`config.mk`:
```
export PLATFORM = sky130hd
export DESIGN_NAME = hbp_dev_end_flat
export DESIGN_NICKNAME = d
export VERILOG_FILES = /design/src/hdl/hbp_pkg.sv /design/src/hdl/hbp_link_if.sv /design/src/hdl/hbp_dev_end.sv /design/src/flat_wrapper.sv
export SDC_FILE = /design/constraint.sdc
export NUM_CORES = 1
export LEC_CHECK = 0
export BUFFER_PORTS_ARGS = -buffer_cell sky130_fd_sc_hd__buf_2
export CORE_ASPECT_RATIO = 2
export CORE_UTILIZATION = 40
export CTS_CLUSTER_DIAMETER = 30
export CTS_CLUSTER_SIZE = 40
export DETAILED_ROUTE_END_ITERATION = 6
export MAX_ROUTING_LAYER = met4
export PLACE_DENSITY = 0.54
export RECOVER_POWER = 100
export SLEW_MARGIN = 30
export SYNTH_ARGS = -nofsm -noshare
export SYNTH_HDL_FRONTEND = slang
export SYNTH_SLANG_ARGS = --single-unit
```
`constraint.sdc`:
```
create_clock -name clk_i -period 5.9 [get_ports clk_i]
set_clock_uncertainty 0.1 [all_clocks]
set_input_delay 0.59 -clock clk_i [delete_from_list [all_inputs] [get_ports clk_i]]
set_output_delay 0.59 -clock clk_i [all_outputs]
set_load 0.05 [all_outputs]
```
`src/hdl/hbp_pkg.sv`:
```
// Constants shared by both ends of the receive high-speed back-plane link.
// Assumes a 125 MHz system clock on each end.
package hbp_pkg;
  // ****************************************
  // Clock and link rates
  // ****************************************
  localparam int CLK_KHZ = 125000;
  localparam int LINK_8M_KHZ = 8192;
  localparam int LINK_MX_KHZ = 12352;
  // Half periods of the terminal clock, rounded down
  localparam int HALF_8M = CLK_KHZ / (2 * LINK_8M_KHZ);
  localparam int HALF_MX = CLK_KHZ / (2 * LINK_MX_KHZ);
  localparam int EDGES_PER_BIT = 4;

  // ****************************************
  // Mode selection
  // ****************************************
  localparam logic [1:0] SEL_8M = 2'b11;
  localparam logic [1:0] SEL_MX = 2'b00;

  // ****************************************
  // Frame geometry
  // ****************************************
  localparam int POS_W = 11;
  localparam logic [POS_W-1:0] LAST_8M = 11'h0ff;
  localparam logic [POS_W-1:0] LAST_MX = 11'h607;
  localparam logic [POS_W-1:0] MX_F_BITS = 11'h008;

  // ****************************************
  // Slot word: four channels of one T1 slot
  // ****************************************
  localparam int NCH = 4;
  localparam int DATA_LSB = 0;
  localparam int SIG_LSB = 32;
  localparam int F_LSB = 48;
  localparam int WORD_W = 52;
  localparam int FIFO_DEPTH = 4;
endpackage

```
`src/hdl/hbp_link_if.sv`:
```
// Back-plane link between the framer receive end and terminal equipment.
// The bench resolves nothing here: every wire has one driver.
`timescale 1ns/1ps
interface hbp_link_if;
  logic sclk;
  logic sync;
  logic sdata;
  modport dev_mp (
    input sclk,
    input sync,
    output sdata
  );
  modport te_mp (
    output sclk,
    output sync,
    input sdata
  );
endinterface

```
`src/hdl/hbp_dev_end.sv`:
```
// Framer receive back-plane serializer and its slot-word FIFO.
// Assumes the link clock and sync arrive asynchronously on pins.
`timescale 1ns/1ps

// ****************************************
// Slot-word FIFO
// ****************************************
module hbp_fifo #(
  parameter int WIDTH = 8,
  parameter int DEPTH = 4
) (
  input wire logic clk_i,
  input wire logic rst_n_i,
  input wire logic in_valid_i,
  output logic in_ready_o,
  input wire logic [WIDTH-1:0] in_data_i,
  output logic out_valid_o,
  input wire logic out_ready_i,
  output logic [WIDTH-1:0] out_data_o
);
  localparam int AW = $clog2(DEPTH);
  localparam logic [AW:0] FULL_CNT = (AW+1)'(DEPTH);
  localparam logic [AW-1:0] LAST_IDX = AW'(DEPTH - 1);

  logic [WIDTH-1:0] mem_r [DEPTH];
  logic [AW-1:0] wp_r;
  logic [AW-1:0] rp_r;
  logic [AW:0] cnt_r;
  logic push;
  logic pop;

  assign in_ready_o = cnt_r != FULL_CNT;
  assign out_valid_o = cnt_r != '0;
  assign out_data_o = mem_r[rp_r];
  assign push = in_valid_i && in_ready_o;
  assign pop = out_valid_o && out_ready_i;

  always_ff @(posedge clk_i) begin
    if (push) begin
      mem_r[wp_r] <= in_data_i;
    end
  end

  always_ff @(posedge clk_i or negedge rst_n_i) begin
    if (!rst_n_i) begin
      wp_r <= '0;
      rp_r <= '0;
      cnt_r <= '0;
    end else begin
      if (push) begin
        wp_r <= (wp_r == LAST_IDX) ? '0 : wp_r + 1'b1;
      end
      if (pop) begin
        rp_r <= (rp_r == LAST_IDX) ? '0 : rp_r + 1'b1;
      end
      if (push && !pop) begin
        cnt_r <= cnt_r + 1'b1;
      end else if (pop && !push) begin
        cnt_r <= cnt_r - 1'b1;
      end
    end
  end
endmodule

module hbp_dev_end
  import hbp_pkg::*;
#(
  parameter int DEPTH = FIFO_DEPTH
) (
  input wire logic clk_i,
  input wire logic rst_n_i,
  input wire logic mux_en_i,
  input wire logic [1:0] mode_sel_i,
  input wire logic wr_valid_i,
  output logic wr_ready_o,
  input wire logic [WORD_W-1:0] wr_data_i,
  output logic aligned_o,
  output logic underrun_o,
  hbp_link_if.dev_mp link
);
  // ****************************************
  // Mode decode
  // ****************************************
  logic m8;
  logic mx;
  logic active;
  assign m8 = !mux_en_i && (mode_sel_i == SEL_8M);
  assign mx = mux_en_i && (mode_sel_i == SEL_MX);
  assign active = m8 || mx;

  // ****************************************
  // Pin synchronisers and edge detect
  // ****************************************
  logic sclk_s1_r;
  logic sclk_s2_r;
  logic sclk_s3_r;
  logic sync_s1_r;
  logic sync_s2_r;
  logic sync_last_r;
  logic rise;
  logic sync_new;

  always_ff @(posedge clk_i or negedge rst_n_i) begin
    if (!rst_n_i) begin
      sclk_s1_r <= 1'b0;
      sclk_s2_r <= 1'b0;
      sclk_s3_r <= 1'b0;
      sync_s1_r <= 1'b0;
      sync_s2_r <= 1'b0;
    end else begin
      sclk_s1_r <= link.sclk;
      sclk_s2_r <= sclk_s1_r;
      sclk_s3_r <= sclk_s2_r;
      sync_s1_r <= link.sync;
      sync_s2_r <= sync_s1_r;
    end
  end

  assign rise = sclk_s2_r && !sclk_s3_r;
  assign sync_new = rise && sync_s2_r && !sync_last_r;

  // Sync level as seen at the previous rising edge
  always_ff @(posedge clk_i or negedge rst_n_i) begin
    if (!rst_n_i) begin
      sync_last_r <= 1'b0;
    end else if (rise) begin
      sync_last_r <= sync_s2_r;
    end
  end

  // ****************************************
  // Frame position and bit launch
  // ****************************************
  logic aligned_r;
  logic [1:0] div_r;
  logic [POS_W-1:0] pos_r;
  logic [POS_W-1:0] pos_nxt;
  logic [POS_W-1:0] last_pos;
  logic launch;

  assign last_pos = m8 ? LAST_8M : LAST_MX;
  assign launch = active && rise && (sync_new || (aligned_r && (mx || div_r == 2'd0)));
  assign pos_nxt = sync_new ? '0 : ((pos_r == last_pos) ? '0 : pos_r + 1'b1);

  always_ff @(posedge clk_i or negedge rst_n_i) begin
    if (!rst_n_i) begin
      aligned_r <= 1'b0;
    end else if (!active) begin
      aligned_r <= 1'b0;
    end else if (sync_new) begin
      aligned_r <= 1'b1;
    end
  end

  always_ff @(posedge clk_i or negedge rst_n_i) begin
    if (!rst_n_i) begin
      div_r <= 2'd0;
    end else if (sync_new) begin
      div_r <= 2'd1;
    end else if (rise && m8) begin
      div_r <= div_r + 2'd1;
    end
  end

  always_ff @(posedge clk_i or negedge rst_n_i) begin
    if (!rst_n_i) begin
      pos_r <= '0;
    end else if (launch) begin
      pos_r <= pos_nxt;
    end
  end

  // ****************************************
  // Slot word fetch
  // ****************************************
  logic fifo_valid;
  logic [WORD_W-1:0] fifo_data;
  logic [WORD_W-1:0] cur_r;
  logic [WORD_W-1:0] src;
  logic [POS_W-1:0] mx_off;
  logic load;
  logic pop;

  hbp_fifo #(
    .WIDTH(WORD_W),
    .DEPTH(DEPTH)
  ) u_fifo (
    .clk_i(clk_i),
    .rst_n_i(rst_n_i),
    .in_valid_i(wr_valid_i),
    .in_ready_o(wr_ready_o),
    .in_data_i(wr_data_i),
    .out_valid_o(fifo_valid),
    .out_ready_i(pop),
    .out_data_o(fifo_data)
  );

  assign mx_off = pos_nxt - MX_F_BITS;
  // New slot word at each payload octet (8.192) or slot group (mux)
  assign load = m8 ? (pos_nxt[2:0] == 3'd0 && pos_nxt[4:3] != 2'd0)
                   : (pos_nxt >= MX_F_BITS && mx_off[5:0] == 6'd0);
  assign pop = launch && load && fifo_valid;

  // Framing octet peeks the head word; the slot-0 pop comes after it
  always_comb begin
    if (load || pos_nxt < MX_F_BITS) begin
      src = fifo_valid ? fifo_data : '0;
    end else begin
      src = cur_r;
    end
  end

  always_ff @(posedge clk_i or negedge rst_n_i) begin
    if (!rst_n_i) begin
      cur_r <= '0;
    end else if (launch && load) begin
      cur_r <= src;
    end
  end

  always_ff @(posedge clk_i or negedge rst_n_i) begin
    if (!rst_n_i) begin
      underrun_o <= 1'b0;
    end else begin
      underrun_o <= launch && load && !fifo_valid;
    end
  end

  // ****************************************
  // Bit selection
  // ****************************************
  logic bit_val;
  logic [1:0] ch;
  logic [2:0] nb;

  assign ch = mx_off[2:1];
  assign nb = mx_off[5:3];

  always_comb begin
    bit_val = 1'b0;
    if (m8) begin
      if (pos_nxt == '0) begin
        bit_val = src[F_LSB];
      end else if (pos_nxt[4:3] == 2'd0) begin
        bit_val = 1'b0;
      end else begin
        bit_val = src[DATA_LSB + {2'b00, ~pos_nxt[2:0]}];
      end
    end else if (pos_nxt < MX_F_BITS) begin
      bit_val = src[F_LSB + pos_nxt[2:1]];
    end else if (mx_off[0] && nb[2]) begin
      bit_val = src[SIG_LSB + {ch, ~nb[1:0]}];
    end else begin
      bit_val = src[DATA_LSB + {ch, ~nb}];
    end
  end

  // ****************************************
  // Serial output
  // ****************************************
  logic sdata_r;

  always_ff @(posedge clk_i or negedge rst_n_i) begin
    if (!rst_n_i) begin
      sdata_r <= 1'b0;
    end else if (!active) begin
      sdata_r <= 1'b0;
    end else if (launch) begin
      sdata_r <= bit_val;
    end
  end

  assign link.sdata = sdata_r;
  assign aligned_o = aligned_r;
endmodule

```
`src/flat_wrapper.sv`:
```
// flat-port wrapper written by rule: the top's interface ports become plain ports
module hbp_dev_end_flat import hbp_pkg::*;
#(
  parameter int DEPTH = FIFO_DEPTH
)
  (clk_i, rst_n_i, mux_en_i, mode_sel_i, wr_valid_i, wr_ready_o, wr_data_i, aligned_o, underrun_o, link_sclk, link_sync, link_sdata);
  hbp_link_if link_i ();
  input wire logic clk_i;
  input wire logic rst_n_i;
  input wire logic mux_en_i;
  input wire logic [1:0] mode_sel_i;
  input wire logic wr_valid_i;
  output logic wr_ready_o;
  input wire logic [WORD_W-1:0] wr_data_i;
  output logic aligned_o;
  output logic underrun_o;
  input wire logic [$bits(link_i.sclk)-1:0] link_sclk;
  input wire logic [$bits(link_i.sync)-1:0] link_sync;
  output wire logic [$bits(link_i.sdata)-1:0] link_sdata;
  assign link_i.sclk = link_sclk;
  assign link_i.sync = link_sync;
  assign link_sdata = link_i.sdata;
  hbp_dev_end #(.DEPTH(DEPTH)) u_core (.clk_i(clk_i), .rst_n_i(rst_n_i), .mux_en_i(mux_en_i), .mode_sel_i(mode_sel_i), .wr_valid_i(wr_valid_i), .wr_ready_o(wr_ready_o), .wr_data_i(wr_data_i), .aligned_o(aligned_o), .underrun_o(underrun_o), .link(link_i));
endmodule
```
==> out/metrics.csv <==
metric,value,unit
sequential area share after synthesis,64.9,%
CTS Sinks,289,
Slew Limit Fails,322,
dpl hpwl,19000,um
"Distinct cells, synth",69,
GR Util All Layers,19.9,%
largest net degree at the start of global routing,57,
worst endpoint required time,6210,ps
initial antenna violation count,0,
status,"finished, violations left",
WL final,30000,um
post-CTS sizing,0,
Clock transition at path regs,50,ps
Starting Density,40.6,%
CTS tree,built,
CTS HTree Levels,2,
clk root buf,clkbuf_16,
Die Width,128,um
gp weighted congestion,0.849,
drt drc,0,
Synth Warn #,0,
final hold violation count,0,
minimum clock period,5470,ps
worst skew pair latency,540,ps
# IOs,64,
"critical path fanouts, max",49,
placed cells,1377,
drt first pass iters,5,
global route overflow,0,
Core Area,0.0314,mm2
Synth-to-Final Area Change,15.7,%
mean routed wirelength per cell,20.6,um
TritonCTS buffer count,41,
Placement Cell Area,0.0135,mm2
# diodes,0,
fillcell total,2842,
most frequent cells in the layout,"edfxtp_1, nand2_1, dfrtp_1",
Post-Route Utilization,46.9,%
power consumption,5.91,mW
CP Capture Type,flip-flop,
layout cells sized above 1,16.3,%
# setup viols final,0,
Max Buffers Root-to-Sink,3,
Max Freq,183,MHz
worst min-delay path class,in2reg,
Post-Synthesis Cells,928,
initial drt markers,464,
Power Dens Cells,401,mW/mm2
vias in the first global route,8271,
port buffer count,63,
Slew @ Worst Pin,3680,ps
"IR drop worst, VDD",0.247,mV
ys flop type,edfxtp_1,
Pleak,5.35,nW
Chip Height,254,um
Mapped Area,0.0127,mm2
"most common cell after layout, fill and taps aside",edfxtp_1,
Multi-input gate area,0.00411,mm2
post-synthesis average cell area,13.7,um2
max cap viols,7,
Async SR Flop Fraction,28.0,%
nets@finish,1068,
DR vias,7844,
Total Negative Setup Slacks,0,ps
relative slew slack,-146,%
FF/Latch Area,0.00828,mm2
global-route wire length before repair,47100,um
crit start category,flip-flop,
Mapped Nets,998,
"EDFF count, synth",208,
critical path class,reg2reg,
vias per inst,5.40,
Die ar.,0.0326,mm2
post-route cell area,0.0147,mm2
"Arr. time, crit path",5780,ps
Post-Layout Cell Count,1453,
unrepaired setup endpoints after global routing,no,
Tcrit/Tclk final,92.7,%
Site Rows,92,
remaining antenna violation count after routing,0,
violated checks,"max-capacitance violations, max-slew violations",
Yosys reg bits,289,
what timing repair did:
action,CTS,global route
buffers inserted,0,0
endpoints found under the hold margin,25,0
hold buffers,1,0
synth_stat cells, types with 11 or more instances:
| cell type | n | area (um2) |
|---|---|---|
| edfxtp_1 | 208 | 6250 |
| nand2_1 | 171 | 642 |
| dfrtp_1 | 81 | 2030 |
| mux4_2 | 51 | 1150 |
| o21ai_0 | 47 | 235 |
| clkbuf_1 | 33 | 124 |
| nand3_1 | 33 | 165 |
| nor2_1 | 29 | 109 |
| nor3_1 | 24 | 120 |
| a21oi_1 | 18 | 90.1 |
| and3_1 | 18 | 113 |
| inv_1 | 15 | 56.3 |
| and2_1 | 14 | 87.6 |
| a211oi_1 | 13 | 97.6 |
| mux2i_1 | 11 | 110 |
metrics by stage:
| step | worst slack, ps | hold WS, ps |
|---|---|---|
| final | 430 | 73.1 |
| after global routing | 136 | 60.9 |
| after CTS | 518 | 50.6 |
| after detailed placement | 490 | 240 |
| after global placement | 580 | 239 |
| after floorplan | 825 | 194 |
metal layers:
metal / vias up / global-route usage, % / share of wire [%]
met5: - / - / 0
met3: 71 / 2.64 / 3.4
li1: 3667 / - / -
met4: 0 / 10.4 / 5.4
met2: 190 / 34.5 / 53
met1: 3916 / 22.3 / 38
registers in the layout, indices dropped and copies added (netlist names):
name	count
u_core.div_r	2
u_core.sync_s2_r	1
u_core.sclk_s1_r	1
u_core.u_fifo.rp_r	2
u_core.u_fifo.wp_r	2
u_core.aligned_o	1
u_core.cur_r	52
u_core.u_fifo.cnt_r	3
u_core.u_fifo.mem_r	208
u_core.sync_s1_r	1
u_core.sync_last_r	1
u_core.pos_r	11
u_core.link.sdata	1
u_core.underrun_o	1
u_core.sclk_s2_r	1
u_core.sclk_s3_r	1
where the power goes:
group	internal (mW)	leakage [nW]	switching, mW	total (mW)
registers	2.55	3.00	0.0753	2.63
clock network	1.49	0.677	1.00	2.49
logic	0.251	1.67	0.542	0.793
total	4.29	5.35	1.62	5.91
worst paths after layout:
check / startpoint / slack (ps) / endpoint / cells past startpoint
min: link_sync / 70 / u_core.sync_s1_r / 1
min in group asynchronous: rst_n_i / 890 / u_core.cur_r[1] / 2
max in group asynchronous: rst_n_i / 2340 / u_core.u_fifo.rp_r[0] / 3
min reg2reg: u_core.sclk_s1_r / 250 / u_core.sclk_s2_r / 0
max: u_core.pos_r[1] / 430 / u_core.link.sdata / 18
max reg2reg: u_core.pos_r[1] / 430 / u_core.link.sdata / 18
cell families (layout without fill, tap and decap cells):
group,count (synthesis),in the layout,share of synthesized area [%]
xor gates and xnor gates,11,11,0.815
and+or+nand+nor,343,343,12.9
DFF,289,289,64.9
muxes,71,71,10.7
adders and majority gates,10,10,1.04
buffers and inverters,72,174,2.86
AOI/OAI and AO/OA,132,132,6.85
cell type report:
class	instances	area share (%)
inverters	15	0.382
repair buffers	84	2.53
clock inverters	30	2.30
flip-flops and latches	289	56.1
well taps	423	3.59
multi-input cells	567	27.9
clock buffers	45	7.19
critical path: stages, from the launching register on:
cell,delay [ps]
dfrtp_1,390
ha_1,310
nand3_4,170
or4_1,640
nand3b_1,220
nor2_1,80
inv_1,90
ha_1,280
xnor2_1,150
nand3_1,90
or4b_1,530
o21a_2,310
and2_4,330
a2111oi_0,460
nor3_1,80
and4_1,220
o32ai_1,460
nor4_1,140
o221a_1,280
Note: power is estimated with default switching activity, not from simulation.
